$ cat src/core/phase_shed_pkg.sv
// shared offsets, reset values, codes and states of the phase-shedding register bank
package phase_shed_pkg;
  // register offsets on the management bus
  localparam logic [7:0] OFF_LEVEL_THREE  = 8'h03;
  localparam logic [7:0] OFF_LEVEL_FOUR   = 8'h04;
  localparam logic [7:0] OFF_MARGIN_ONE   = 8'h05;
  localparam logic [7:0] OFF_STATE_FOUR   = 8'h09;
  localparam logic [7:0] OFF_STATE_THREE  = 8'h0A;
  localparam logic [7:0] OFF_STATE_TWO    = 8'h0B;
  // values after reset
  localparam logic [7:0] RST_LEVEL_THREE  = 8'h40;
  localparam logic [7:0] RST_LEVEL_FOUR   = 8'h60;
  localparam logic [2:0] RST_MARGIN       = 3'h4;
  localparam logic [2:0] RST_STATE_FOUR   = 3'h7;
  localparam logic [2:0] RST_STATE_THREE  = 3'h5;
  localparam logic [2:0] RST_STATE_TWO    = 3'h3;
  localparam logic [2:0] RST_LOAD_STATE   = 3'h0;
  localparam logic [2:0] RST_PHASE_COUNT  = 3'h0;
  // lock code that freezes the configuration range
  localparam logic [7:0] LOCK_CODE        = 8'hA6;
  // one count of any threshold or margin field, in microvolts (12.5 mV)
  localparam int         STEP_MICROVOLT   = 12500;
  localparam logic [3:0] BITS_PER_BYTE    = 4'h8;
  localparam int         NUM_MARGINS      = 4;

  typedef enum logic [3:0] {
    BUS_IDLE      = 4'b0000,
    BUS_ADDR      = 4'b0001,
    BUS_ADDR_ACK  = 4'b0010,
    BUS_REG       = 4'b0011,
    BUS_REG_ACK   = 4'b0100,
    BUS_WDATA     = 4'b0101,
    BUS_WDATA_ACK = 4'b0110,
    BUS_RDATA     = 4'b0111,
    BUS_RDATA_ACK = 4'b1000
  } bus_state_e;
endpackage

$ cat src/core/phase_shed_regs.sv
// phase-shedding configuration registers behind the two-wire management port
//
// Summary of operation
// The level-three threshold is an 8-bit read/write field resetting to 0x40, 12.5 mV a count.
// With pin strapping enabled the level-three default comes from phase output five's strap.
// The level-four threshold is an 8-bit read/write field resetting to 0x60, 12.5 mV a count.
// With pin strapping enabled the level-four default comes from phase output seven's strap.
// Margin one is 3 bits resetting to 4 and sets level one's rise and fall points.
// Margin two is 3 bits resetting to 4 and sets level two's rise and fall points.
// Margin three is 3 bits resetting to 4 and sets level three's rise and fall points.
// Margin four is 3 bits resetting to 4 and sets level four's rise and fall points.
// The state-four phase count is 3 bits resetting to 7, a value n meaning n plus one phases.
// The state-three phase count is 3 bits resetting to 5, six phases.
// The state-two phase count is 3 bits resetting to 3, four phases.
// Writes land only while the lock differs from 0xA6 and the state indicator or override is high.
// The lock value 0xA6 locks this range and any other value unlocks it.
// Bus data is taken only while power good is high and refused with a not-acknowledge otherwise; a refused register byte still loads the pointer.
// A refused write leaves the field unchanged and reads still return the stored value.
// The load state rises above a level's upper point, falls below its lower point, and drives the phase count.
`timescale 1ns/10ps
module phase_shed_regs
  import phase_shed_pkg::*;
#(
  parameter logic [6:0] DEVICE_ADDR = 7'h2A  // arbitrary bus address
) (
  input  wire logic       clock,
  input  wire logic       rstn,
  input  wire logic       sclIn,
  input  wire logic       sdaIn,
  output logic            sdaOut,
  output logic            sdaOe,
  input  wire logic       powerGood,
  input  wire logic       powerStateIndicator,
  input  wire logic       overrideBit,
  input  wire logic [7:0] lockValue,
  input  wire logic       pinStrapSetting,
  input  wire logic [7:0] strapPhaseOutputFive,
  input  wire logic [7:0] strapPhaseOutputSeven,
  input  wire logic [7:0] loadLevelOne,
  input  wire logic [7:0] loadLevelTwo,
  input  wire logic [2:0] loadStateOnePhases,
  input  wire logic [2:0] loadStateZeroPhases,
  input  wire logic [7:0] loadMonitor,
  output logic      [2:0] loadState,
  output logic      [2:0] phaseCount
);
  function automatic logic regHit(input logic [7:0] ptr, input logic [7:0] off);
    return ptr == off;
  endfunction

  // pins are asynchronous to clock; bus lines rest high, power good and indicator start low
  logic [3:0] pinSync;
  sync_two_flop #(.WIDTH(4), .RESET_VAL(4'h3)) pinSyncer (
    .clock   (clock),
    .rstn    (rstn),
    .asyncIn ({powerStateIndicator, powerGood, sdaIn, sclIn}),
    .syncOut (pinSync)
  );
  wire scl     = pinSync[0];
  wire sda     = pinSync[1];
  wire power_good   = pinSync[2];
  wire psiHigh = pinSync[3];

  logic       sclPrev;
  logic       sdaPrev;
  bus_state_e state;
  logic [7:0] shifter;
  logic [3:0] bitCnt;
  logic [7:0] pointer;
  logic       isRead;
  logic       masterNak;

  // configuration fields
  logic [7:0] loadLevelThree;
  logic [7:0] loadLevelFour;
  logic [2:0] levelMargin [NUM_MARGINS];
  logic [2:0] loadStateFour;
  logic [2:0] loadStateThree;
  logic [2:0] loadStateTwo;
  logic       strapDone;

  wire sclRise   = scl && !sclPrev;
  wire sclFall   = !scl && sclPrev;
  wire startCond = scl && sclPrev && sdaPrev && !sda;
  wire stopCond  = scl && sclPrev && !sdaPrev && sda;
  wire byteDone  = bitCnt == BITS_PER_BYTE;
  wire addrMatch = shifter[7:1] == DEVICE_ADDR;

  wire wrStrobe     = sclFall && (state == BUS_WDATA) && byteDone && power_good;
  wire locked       = lockValue == LOCK_CODE;
  wire writeAllowed = !locked && (psiHigh || overrideBit);
  wire fieldWrite   = wrStrobe && writeAllowed;

  wire [7:0] readData =
      regHit(pointer, OFF_LEVEL_THREE)        ? loadLevelThree :
      regHit(pointer, OFF_LEVEL_FOUR)         ? loadLevelFour :
      regHit(pointer, OFF_MARGIN_ONE)         ? {5'h00, levelMargin[0]} :
      regHit(pointer, OFF_MARGIN_ONE + 8'h01) ? {5'h00, levelMargin[1]} :
      regHit(pointer, OFF_MARGIN_ONE + 8'h02) ? {5'h00, levelMargin[2]} :
      regHit(pointer, OFF_MARGIN_ONE + 8'h03) ? {5'h00, levelMargin[3]} :
      regHit(pointer, OFF_STATE_FOUR)         ? {5'h00, loadStateFour} :
      regHit(pointer, OFF_STATE_THREE)        ? {5'h00, loadStateThree} :
      regHit(pointer, OFF_STATE_TWO)          ? {5'h00, loadStateTwo} : 8'h00;

  always_ff @(posedge clock or negedge rstn) begin
    if (!rstn) begin
      sclPrev <= 1'b1;
      sdaPrev <= 1'b1;
    end else begin
      sclPrev <= scl;
      sdaPrev <= sda;
    end
  end

  // the port only ever pulls low, so the driven level is a constant zero
  always_ff @(posedge clock or negedge rstn) begin
    if (!rstn) begin
      sdaOut <= 1'b0;
    end else begin
      sdaOut <= 1'b0;
    end
  end

  always_ff @(posedge clock or negedge rstn) begin
    if (!rstn) begin
      state     <= BUS_IDLE;
      shifter   <= 8'h00;
      bitCnt    <= 4'h0;
      pointer   <= 8'h00;
      isRead    <= 1'b0;
      masterNak <= 1'b0;
      sdaOe     <= 1'b0;
    end else if (startCond) begin
      state  <= BUS_ADDR;
      bitCnt <= 4'h0;
      sdaOe  <= 1'b0;
    end else if (stopCond) begin
      state <= BUS_IDLE;
      sdaOe <= 1'b0;
    end else if (sclRise) begin
      unique case (state)
        BUS_ADDR, BUS_REG, BUS_WDATA: begin
          shifter <= {shifter[6:0], sda};
          bitCnt  <= 4'(bitCnt + 4'h1);
        end
        BUS_RDATA_ACK: masterNak <= sda;
        default: ;
      endcase
    end else if (sclFall) begin
      unique case (state)
        BUS_IDLE: ;
        BUS_ADDR: begin
          if (byteDone && addrMatch && power_good) begin
            state  <= BUS_ADDR_ACK;
            sdaOe  <= 1'b1;
            isRead <= shifter[0];
          end else if (byteDone) begin
            state <= BUS_IDLE;
          end
        end
        BUS_ADDR_ACK: begin
          if (isRead) begin
            state   <= BUS_RDATA;
            shifter <= readData;
            sdaOe   <= !readData[7];
            bitCnt  <= 4'h1;
            pointer <= 8'(pointer + 8'h01);
          end else begin
            state  <= BUS_REG;
            sdaOe  <= 1'b0;
            bitCnt <= 4'h0;
          end
        end
        BUS_REG: begin
          if (byteDone) begin
            pointer <= shifter;
            sdaOe   <= power_good;
            state   <= power_good ? BUS_REG_ACK : BUS_IDLE;
          end
        end
        BUS_REG_ACK, BUS_WDATA_ACK: begin
          state  <= BUS_WDATA;
          sdaOe  <= 1'b0;
          bitCnt <= 4'h0;
        end
        BUS_WDATA: begin
          if (byteDone) begin
            // a write refused by the lock is still acknowledged; the field just keeps its value
            pointer <= power_good ? 8'(pointer + 8'h01) : pointer;
            sdaOe   <= power_good;
            state   <= power_good ? BUS_WDATA_ACK : BUS_IDLE;
          end
        end
        BUS_RDATA: begin
          if (byteDone) begin
            state <= BUS_RDATA_ACK;
            sdaOe <= 1'b0;
          end else begin
            sdaOe   <= !shifter[6];
            shifter <= {shifter[6:0], 1'b0};
            bitCnt  <= 4'(bitCnt + 4'h1);
          end
        end
        BUS_RDATA_ACK: begin
          if (masterNak) begin
            state <= BUS_IDLE;
          end else begin
            state   <= BUS_RDATA;
            shifter <= readData;
            sdaOe   <= !readData[7];
            bitCnt  <= 4'h1;
            pointer <= 8'(pointer + 8'h01);
          end
        end
        default: state <= BUS_IDLE;
      endcase
    end
  end

  // straps are sampled once, on the first edge after reset release
  always_ff @(posedge clock or negedge rstn) begin
    if (!rstn) begin
      strapDone <= 1'b0;
    end else begin
      strapDone <= 1'b1;
    end
  end

  always_ff @(posedge clock or negedge rstn) begin
    if (!rstn) begin
      loadLevelThree <= RST_LEVEL_THREE;
      loadLevelFour  <= RST_LEVEL_FOUR;
    end else if (!strapDone) begin
      loadLevelThree <= pinStrapSetting ? strapPhaseOutputFive : RST_LEVEL_THREE;
      loadLevelFour  <= pinStrapSetting ? strapPhaseOutputSeven : RST_LEVEL_FOUR;
    end else if (fieldWrite) begin
      if (regHit(pointer, OFF_LEVEL_THREE)) loadLevelThree <= shifter;
      if (regHit(pointer, OFF_LEVEL_FOUR)) loadLevelFour <= shifter;
    end
  end

  // margins one to four sit at consecutive offsets
  for (genvar i = 0; i < NUM_MARGINS; i++) begin : g_margin
    always_ff @(posedge clock or negedge rstn) begin
      if (!rstn) begin
        levelMargin[i] <= RST_MARGIN;
      end else if (fieldWrite && regHit(pointer, OFF_MARGIN_ONE + 8'(i))) begin
        levelMargin[i] <= shifter[2:0];
      end
    end
  end

  always_ff @(posedge clock or negedge rstn) begin
    if (!rstn) begin
      loadStateFour  <= RST_STATE_FOUR;
      loadStateThree <= RST_STATE_THREE;
      loadStateTwo   <= RST_STATE_TWO;
    end else if (fieldWrite) begin
      if (regHit(pointer, OFF_STATE_FOUR)) loadStateFour <= shifter[2:0];
      if (regHit(pointer, OFF_STATE_THREE)) loadStateThree <= shifter[2:0];
      if (regHit(pointer, OFF_STATE_TWO)) loadStateTwo <= shifter[2:0];
    end
  end

  load_state_tracker #(.LEVELS(NUM_MARGINS)) tracker (
    .clock      (clock),
    .rstn       (rstn),
    .loadLevel  (loadMonitor),
    .levels     ({loadLevelFour, loadLevelThree, loadLevelTwo, loadLevelOne}),
    .margins    ({levelMargin[3], levelMargin[2], levelMargin[1], levelMargin[0]}),
    .phases     ({loadStateFour, loadStateThree, loadStateTwo, loadStateOnePhases,
                  loadStateZeroPhases}),
    .loadState  (loadState),
    .phaseCount (phaseCount)
  );

  wire [36:0] allFields = {loadLevelThree, loadLevelFour, levelMargin[0], levelMargin[1],
                           levelMargin[2], levelMargin[3], loadStateFour, loadStateThree,
                           loadStateTwo};
endmodule // phase_shed_regs

$ cat src/core/sync_two_flop.sv
// two-flop synchroniser for a group of independent asynchronous levels
`timescale 1ns/10ps
module sync_two_flop #(
  parameter int               WIDTH     = 4,
  // idle level of each input, so that the release of reset shows no false edge
  parameter logic [WIDTH-1:0] RESET_VAL = '0
) (
  input  wire logic             clock,
  input  wire logic             rstn,
  input  wire logic [WIDTH-1:0] asyncIn,
  output logic      [WIDTH-1:0] syncOut
);
  logic [WIDTH-1:0] firstStage;

  always_ff @(posedge clock or negedge rstn) begin
    if (!rstn) begin
      firstStage <= RESET_VAL;
      syncOut    <= RESET_VAL;
    end else begin
      firstStage <= asyncIn;
      syncOut    <= firstStage;
    end
  end
endmodule // sync_two_flop

$ cat src/core/load_state_tracker.sv
// steps the active load state up and down through the hysteresis windows
`timescale 1ns/10ps
module load_state_tracker
  import phase_shed_pkg::*;
#(
  parameter int LEVELS = 4
) (
  input  wire logic                clock,
  input  wire logic                rstn,
  input  wire logic [7:0]          loadLevel,
  input  wire logic [8*LEVELS-1:0] levels,
  input  wire logic [3*LEVELS-1:0] margins,
  input  wire logic [3*LEVELS+2:0] phases,
  output logic      [2:0]          loadState,
  output logic      [2:0]          phaseCount
);
  logic [2:0] next_loadState;
  wire  [1:0] upIdx    = loadState[1:0];
  wire  [1:0] downIdx  = 2'(loadState - 3'h1);
  wire  [7:0] upLevel  = levels[8*upIdx +: 8];
  wire  [2:0] upMargin = margins[3*upIdx +: 3];
  wire  [7:0] dnLevel  = levels[8*downIdx +: 8];
  wire  [2:0] dnMargin = margins[3*downIdx +: 3];
  // compare with load plus margin on the low side so the low point never wraps below zero
  wire riseHit = (loadState != 3'(LEVELS))
               && ({1'b0, loadLevel} > ({1'b0, upLevel} + {6'h00, upMargin}));
  wire fallHit = (loadState != 3'h0)
               && (({1'b0, loadLevel} + {6'h00, dnMargin}) < {1'b0, dnLevel});

  assign next_loadState = riseHit ? 3'(loadState + 3'h1)
                        : fallHit ? 3'(loadState - 3'h1) : loadState;

  always_ff @(posedge clock or negedge rstn) begin
    if (!rstn) begin
      loadState  <= RST_LOAD_STATE;
      phaseCount <= RST_PHASE_COUNT;
    end else begin
      loadState  <= next_loadState;
      phaseCount <= phases[3*next_loadState +: 3];
    end
  end
endmodule // load_state_tracker

$ cat config.mk
export PLATFORM = sky130hd
export DESIGN_NAME = phase_shed_regs
export DESIGN_NICKNAME = d
export VERILOG_FILES = /design/src/core/phase_shed_pkg.sv /design/src/core/phase_shed_regs.sv /design/src/core/sync_two_flop.sv /design/src/core/load_state_tracker.sv
export SDC_FILE = /design/constraint.sdc
export NUM_CORES = 1
export LEC_CHECK = 0
export ABC_AREA = 1
export BUFFER_PORTS_ARGS = -buffer_cell sky130_fd_sc_hd__buf_4
export CAP_MARGIN = 0
export CELL_PAD_IN_SITES_DETAIL_PLACEMENT = 1
export CELL_PAD_IN_SITES_GLOBAL_PLACEMENT = 1
export CORE_MARGIN = 4
export CORE_UTILIZATION = 39
export DETAILED_ROUTE_END_ITERATION = 8
export GPL_TIMING_DRIVEN = 0
export PLACE_DENSITY_LB_ADDON = 0.1
export SETUP_SLACK_MARGIN = 0.02
export SLEW_MARGIN = 20
export SYNTH_ARGS = -nofsm -noshare
export SYNTH_HDL_FRONTEND = slang
export SYNTH_HIERARCHICAL = 1
export SYNTH_SLANG_ARGS = --single-unit
$ cat constraint.sdc
create_clock -name clock -period 4.8 [get_ports clock]
set_input_delay 0.96 -clock clock [delete_from_list [all_inputs] [get_ports clock]]
set_output_delay 0.96 -clock clock [all_outputs]
set_load 0.005 [all_outputs]
==> flow_summary_export.csv, run 1 <==
group,metric,value,unit
route,drtPass1Iterations,4,
critical_path,crit_arrival,4.64,ns
synthesis,synth.ff_latch_count,81,
grt,grt_use_met1,0.294,
final_layout,fin_nets,1056,
route,drt_iter0_markers,320,
synthesis,synth.distinct_cells,51,
hold_path,hold_path_depth,0,
timing,worst_pin_slew,0.821,ns
critical_path,setup.worst_path.start_class,"flop",
hold_path,min_from,"pinSyncer/firstStage[3]",
place,place_congestion,0.898,
timing,setup_ws,0.388,ns
final_layout,drive_gt1_frac,0.170,
final_layout,stdcell_area,0.00736,mm²
place,dp_cells,1158,
grt,grt_pass1_vias,6481,
critical_path,r2r_cells,27,
final_layout,post-route-util,0.479,
timing,hold_viol_final,0,
critical_path,worstReg2RegEnd,"tracker/phaseCount[0]",
grt,grt_pass1_wl,33000,µm
clocking,clockBufferDepth,2,
hold_path,holdPathEnd,"pinSyncer/syncOut[3]",
critical_path,timing.rr.start,"tracker/loadState[0]",
synthesis,syn_nets,976,
floorplan,die_x,134,µm
critical_path,cp.required,5.03,ns
timing,rsz0062_at_grt,"false",
synthesis,yosysSeqAreaShare,0.331,
critical_path,cpMostUsedCell,"nand2_1",
critical_path,crit_type,"flop to flop",
run_status,outcome,"completed",
synthesis,avgSynthCellArea,7.06,µm²
synthesis,synth_top_area_share,0.246,
grt,track_usage,0.227,
critical_path,cp_slowest_cell,"dfrtp_2",
timing,fin_crit,4.41,ns
floorplan,ioPinCount,70,
final_layout,insertedDiodeCount,0,
critical_path,r2r_setup_slack,0.39,ns
final_layout,instances_no_fill,1175,
clocking,ctsHtreeMaxLevel,3,
floorplan,start_util,0.404,
pwr,power_leakage,3.53,nW
timing,skew,0.0128,ns
critical_path,crit_fanout,11,
clocking,clock_latency,0.35,ns
grt,grt-busiest-layer,"met2",
synthesis,synth_edf_count,0,
clocking,numCtsBuffers,9,
place,port_buffers,68,
hold_path,hold_class,"flop to flop",
clocking,cts_tree,"done",
floorplan,row_count,45,
pwr,irDropWorstVdd,0.322,mV
timing,fin_crit_sh,0.919,
flow_run,maxCapViolCount,0,
synthesis,async_flop_share,1.00,
grt,grt_antenna_before_repair,0,
synthesis,ys_warn_count,6,
final_layout,area_growth,18.5,%
route,ant_nets,0,
timing,max_freq,227,MHz
synthesis,netlist_top_cells_area,"dfrtp_1 (25%), nand2_1 (12%), dfstp_2 (8.5%)",
grt,overflow,0,
critical_path,path_buf_inv,6,
synthesis,synth-main-ff-cell,"dfrtp_1",
timing,max_slew_margin,0.453,
pwr,powerDensity,557,mW/mm²
place,place_area,0.00698,mm²
synthesis,netlist_area,0.00621,mm²
clocking,cts.sinks,81,
place,post-dp-hpwl,15400,µm
clocking,cts-root-buf,"clkbuf_16",
route,finalWirelength,19700,µm
floorplan,fp.dieArea,0.0180,mm²
timing,finalSetupViolations,0,
route,via_count,6177,
timing,tns,0,ns
route,drc,0,
critical_path,end_kind,"flop",
timing,maxSlewViolCount,0,
synthesis,synth_area_leader_cell,"dfrtp_1",
grt,grt_use_met3,0.0349,
route,wl_per_cell,16.8,µm
critical_path,max_stage_delay,0.46,ns
clocking,clkTransAtPathRegs,0.07,ns
critical_path,cpLargestDelayFamily,"adder cells",
synthesis,synthesis.instances,879,
route,vias_per_cell,5.26,
grt,grt_max_degree,82,
place,post-place-ws,-1.01,ns
floorplan,core-area,0.0154,mm²
floorplan,die_h,134,µm
grt,met2_usage,0.397,
## worst max path at each step
stage	from	to	depth (start not counted)
3_3_place_gp	tracker/loadState[0]	tracker/phaseCount[0]	31
5_1_grt	tracker/loadState[0]	tracker/phaseCount[0]	28
3_5_place_dp	tracker/loadState[0]	tracker/phaseCount[0]	31
6_report	tracker/loadState[0]	tracker/phaseCount[0]	27
2_1_floorplan	tracker/loadState[0]	tracker/phaseCount[0]	29
4_1_cts	tracker/loadState[0]	tracker/phaseCount[0]	29
## timing repair
action / CTS / global route
hold buffers: 0 / 0
setup buffers: 1 / 2
pin swaps: 0 / 3
gates resized for setup: 6 / 14
endpoints found under the setup margin: 6 / 6
## worst register-to-register path, stage by stage (launching register included)
cell	delay, ns
dfrtp_2	0.46
inv_6	0.10
buf_4	0.20
ha_4	0.31
clkinvlp_4	0.10
clkbuf_4	0.20
o21ai_0	0.09
o22ai_1	0.12
ha_1	0.25
fa_1	0.42
nand3_1	0.10
nand2_1	0.11
nand3_1	0.11
xor2_1	0.15
inv_1	0.05
ha_1	0.30
a21oi_1	0.15
o211ai_1	0.12
nor2_2	0.19
nand3_4	0.16
nand2_1	0.11
nand3_2	0.08
nand2_4	0.12
inv_4	0.05
nand3_1	0.08
nand2_1	0.06
nand2_1	0.05
nand2_1	0.05
## stage by stage
| stage | hold WS [ns] | total power, mW |
|---|---|---|
| after global routing | 0.365 | 4.50 |
| after floorplan | 0.331 | 2.61 |
| after detailed placement | 0.336 | 3.28 |
| after CTS | 0.352 | 4.03 |
| after global placement | 0.333 | 3.23 |
| final | 0.350 | 4.10 |
## per-layer routing
| metal | vias to the layer above | share of wire |
|---|---|---|
| met5 | - | 0 |
| met4 | 0 | 0.018 |
| met3 | 23 | 0.034 |
| met2 | 94 | 0.49 |
| met1 | 2987 | 0.46 |
| li1 | 3073 | - |
## cells by family after synthesis
group	share of synthesized area
fa+ha+maj	0.0730
buf+inv	0.0979
compound gates	0.163
simple gates	0.309
other cells	0.00121
xor+xnor	0.0240
flops	0.331
mux	0.00161
## report_power, final
part	leakage, nW	switching (mW)	internal [mW]
clock network	0.141	0.293	0.408
registers	1.00	0.0827	0.756
logic	2.38	1.58	0.978
## registers in the layout, indices dropped and copies added (netlist names), 8 cells and up
name / flops
shifter: 8
loadLevelThree: 8
loadLevelFour: 8
pointer: 8
allFields: 12
## synth_stat cells, types with 5 or more instances
library cell  number
o21ai_0           68
xor2_1            11
o22ai_1           12
ha_1              33
dfstp_2           20
buf_2              6
nand3_2            6
a21oi_1           45
nor4_1             7
a32o_1             7
inv_2              8
o21ai_1            5
nor2_1            90
dfrtp_1           61
nand3_1           73
xnor2_1            6
clkbuf_1          14
nor3_1            12
nand4_1           14
nand2_1          203
inv_1            110
a31oi_1           15
## layout by cell type (no fill, tap or decap), drive strengths merged, types with 3 or more instances in the layout
| cell | Yosys | final |
|---|---|---|
| a21oi | 46 | 46 |
| a31oi | 15 | 15 |
| a32o | 7 | 7 |
| buf | 13 | 84 |
| clkbuf | 14 | 23 |
| dfrtp | 61 | 61 |
| dfstp | 20 | 20 |
| ha | 33 | 33 |
| inv | 119 | 120 |
| nand2 | 211 | 211 |
| nand3 | 81 | 81 |
| nand4 | 14 | 14 |
| nor2 | 96 | 96 |
| nor3 | 13 | 13 |
| nor4 | 7 | 7 |
| o21ai | 74 | 74 |
| o221ai | 3 | 3 |
| o22ai | 12 | 12 |
| xnor2 | 6 | 6 |
| xor2 | 11 | 11 |
## area by class of cell
class / instances / area [µm²]
buffer: 25 / 158
clock buffer: 11 / 233
sequential: 81 / 2050
tap: 211 / 264
timing repair buffer: 71 / 537
fill: 2023 / 8010
multi-input combinational: 651 / 3590
inverter: 120 / 462
clock inverter: 5 / 63.8
Note: power is estimated with default switching activity, not from simulation.
==> inputs of run 2 (changes only) <==
CELL_PAD_IN_SITES_GLOBAL_PLACEMENT = 2   (was 1)
CORE_MARGIN = 2   (was 4)
CORE_UTILIZATION = 30   (was 39)
==> run 2 against run 1 <==
Sequential power hardly changed. Largest cell class unchanged. Clock power is 8.4% higher. Die area is 21% higher. Worst setup slack better by 0.086 ns. Clock-buffer cell count stayed put.
==> flow_summary_export.csv, run 2 (synthesis results as in run 1) <==
group,metric,value,unit
timing,max_freq,231,MHz
floorplan,core-area,0.0203,mm²
grt,overflow,0,
place,place_congestion,0.842,
route,wl_met2,10200,µm
critical_path,crit_type,"flop to flop",
clocking,cts-root-buf,"clkbuf_16",
hold_path,hold_class,"flop to flop",
pwr,power_leakage,3.54,nW
place,dp_cells,1217,
place,place_area,0.00706,mm²
pwr,p_sw,1.99,mW
critical_path,cpLargestDelayFamily,"simple AND/OR/NAND/NOR gates",
floorplan,row_count,52,
critical_path,cp_slowest_cell,"clkbuf_1",
final_layout,insertedDiodeCount,0,
pwr,clkPwrFrac,0.182,
grt,grt_pass1_vias,6388,
final_layout,largest_reg_flops,12,
critical_path,cpMostUsedCell,"nand2_1",
timing,worst_pin_slew,0.844,ns
place,post-place-ws,-1.17,ns
floorplan,die_h,148,µm
route,top_layer_used,"met4",
route,drc,0,
floorplan,die_x,148,µm
timing,max_slew_margin,0.437,
final_layout,area_growth,20.4,%
critical_path,r2r_setup_slack,0.47,ns
place,port_buffers,68,
route,met3_length,570,µm
clocking,ctsHtreeMaxLevel,3,
timing,rsz0062_at_grt,"false",
final_layout,drive_gt1_frac,0.174,
clocking,cts_tree,"done",
clocking,numCtsBuffers,9,
route,via_count,6066,
clocking,cts.sinks,81,
floorplan,start_util,0.306,
clocking,hold_buffers,0,
route,drtPass1Iterations,4,
timing,maxSlewViolCount,0,
critical_path,crit_arrival,4.57,ns
timing,fin_crit_sh,0.901,
grt,grt_max_degree,82,
place,post-dp-hpwl,16200,µm
route,finalWirelength,20800,µm
critical_path,end_kind,"flop",
final_layout,final_common_cell,"nand2_1",
run_status,outcome,"completed",
route,ant_nets,0,
timing,fin_crit,4.33,ns
final_layout,post-route-util,0.368,
critical_path,cp.required,5.04,ns
grt,track_usage,0.194,
floorplan,ioPinCount,70,
timing,setup_ws,0.473,ns
route,wl_met1,9680,µm
grt,grt_pass1_wl,33600,µm
critical_path,path_buf_inv,5,
critical_path,setup.worst_path.start_class,"flop",
pwr,powerDensity,558,mW/mm²
flow_run,maxCapViolCount,0,
final_layout,stdcell_area,0.00747,mm²
timing,hold_viol_final,0,
clocking,clockBufferDepth,2,
route,vias_per_cell,4.92,
pwr,power_frac_comb,0.617,
pwr,power_frac_seq,0.200,
pwr,swShare,0.477,
timing,skew,0.0122,ns
clocking,clock_latency,0.35,ns
floorplan,fp.dieArea,0.0219,mm²
critical_path,max_stage_delay,0.47,ns
route,wl_per_cell,16.8,µm
pwr,irDropWorstVdd,0.217,mV
final_layout,instances_no_fill,1234,
grt,grt_antenna_before_repair,0,
final_layout,layout_common_cells,"nand2_1 (203), inv_1 (108), nor2_1 (90)",
pwr,p_int,2.18,mW
final_layout,fin_nets,1056,
critical_path,crit_fanout,10,
timing,finalSetupViolations,0,
clocking,clkTransAtPathRegs,0.07,ns
route,drt_iter0_markers,274,
## run 2: cell count changes in the layout (fill, tap and decap cells not counted), moves of 2 or more
cell	previous run	this run
buf_6	3	5
clkbuf_8	0	2
buf_4	76	74
ha_1	32	30
clkbuf_1	12	10
## run 2: area by class of cell
class	count	area (µm²)
fill	2583	12800
multi-input combinational	651	3600
sequential	81	2050
timing repair buffer	71	537
inverter	120	457
tap	270	338
clock buffer	11	253
buffer	25	165
clock inverter	5	67.6
## run 2: layer usage
metal | vias to the layer above | global-route usage
met5 | - | 0
met1 | 2881 | 0.248
li1 | 3082 | -
met4 | 0 | 0.0429
met2 | 86 | 0.350
met3 | 17 | 0.0250
## run 2: timing repair
item / in CTS / in global routing
endpoints found under the setup margin: 6 / 6
resized for setup: 10 / 12
gates cloned: 0 / 0
pin swaps: 0 / 3
buffers inserted: 1 / 2
## run 2: worst paths after layout
check | endpoint | depth (start not counted) | startpoint
setup / recovery | tracker/phaseCount[2] | 29 | tracker/loadState[0]
hold / removal | pinSyncer/syncOut[3] | 0 | pinSyncer/firstStage[3]
setup reg to reg | tracker/phaseCount[2] | 29 | tracker/loadState[0]
hold reg to reg | pinSyncer/syncOut[3] | 0 | pinSyncer/firstStage[3]
max in group asynchronous | pinSyncer/syncOut[2] | 1 | rstn
min in group asynchronous | tracker/loadState[2] | 1 | rstn
## run 2: power by group through the flow
stage	Clock (mW)	Sequential, mW	Combinational (mW)
4_1_cts	0.782	0.837	2.53
3_5_place_dp	0	0.849	2.47
6_report	0.760	0.835	2.57
2_1_floorplan	0	0.812	1.80
3_3_place_gp	0	0.850	2.45
5_1_grt	0.806	0.845	2.91
## run 2: through the flow
stage	hold slack (ns)	power, mW	setup TNS (ns)
after floorplan	0.331	2.61	0
after global placement	0.333	3.30	-6.34
after detailed placement	0.346	3.32	-6.35
after CTS	0.358	4.15	0
after global routing	0.360	4.56	0
final	0.356	4.17	0
## run 2: worst reg2reg max path: cells and delay by family (launching register included)
family                   cells  cell delay, ns
XOR/XNOR                     1            0.19
buffers and inverters        5            0.85
flip-flops                   1            0.46
AO/OA/AOI/OAI                3            0.39
AND/OR/NAND/NOR             17            1.49
adder cells (fa/ha/maj)      3            0.85
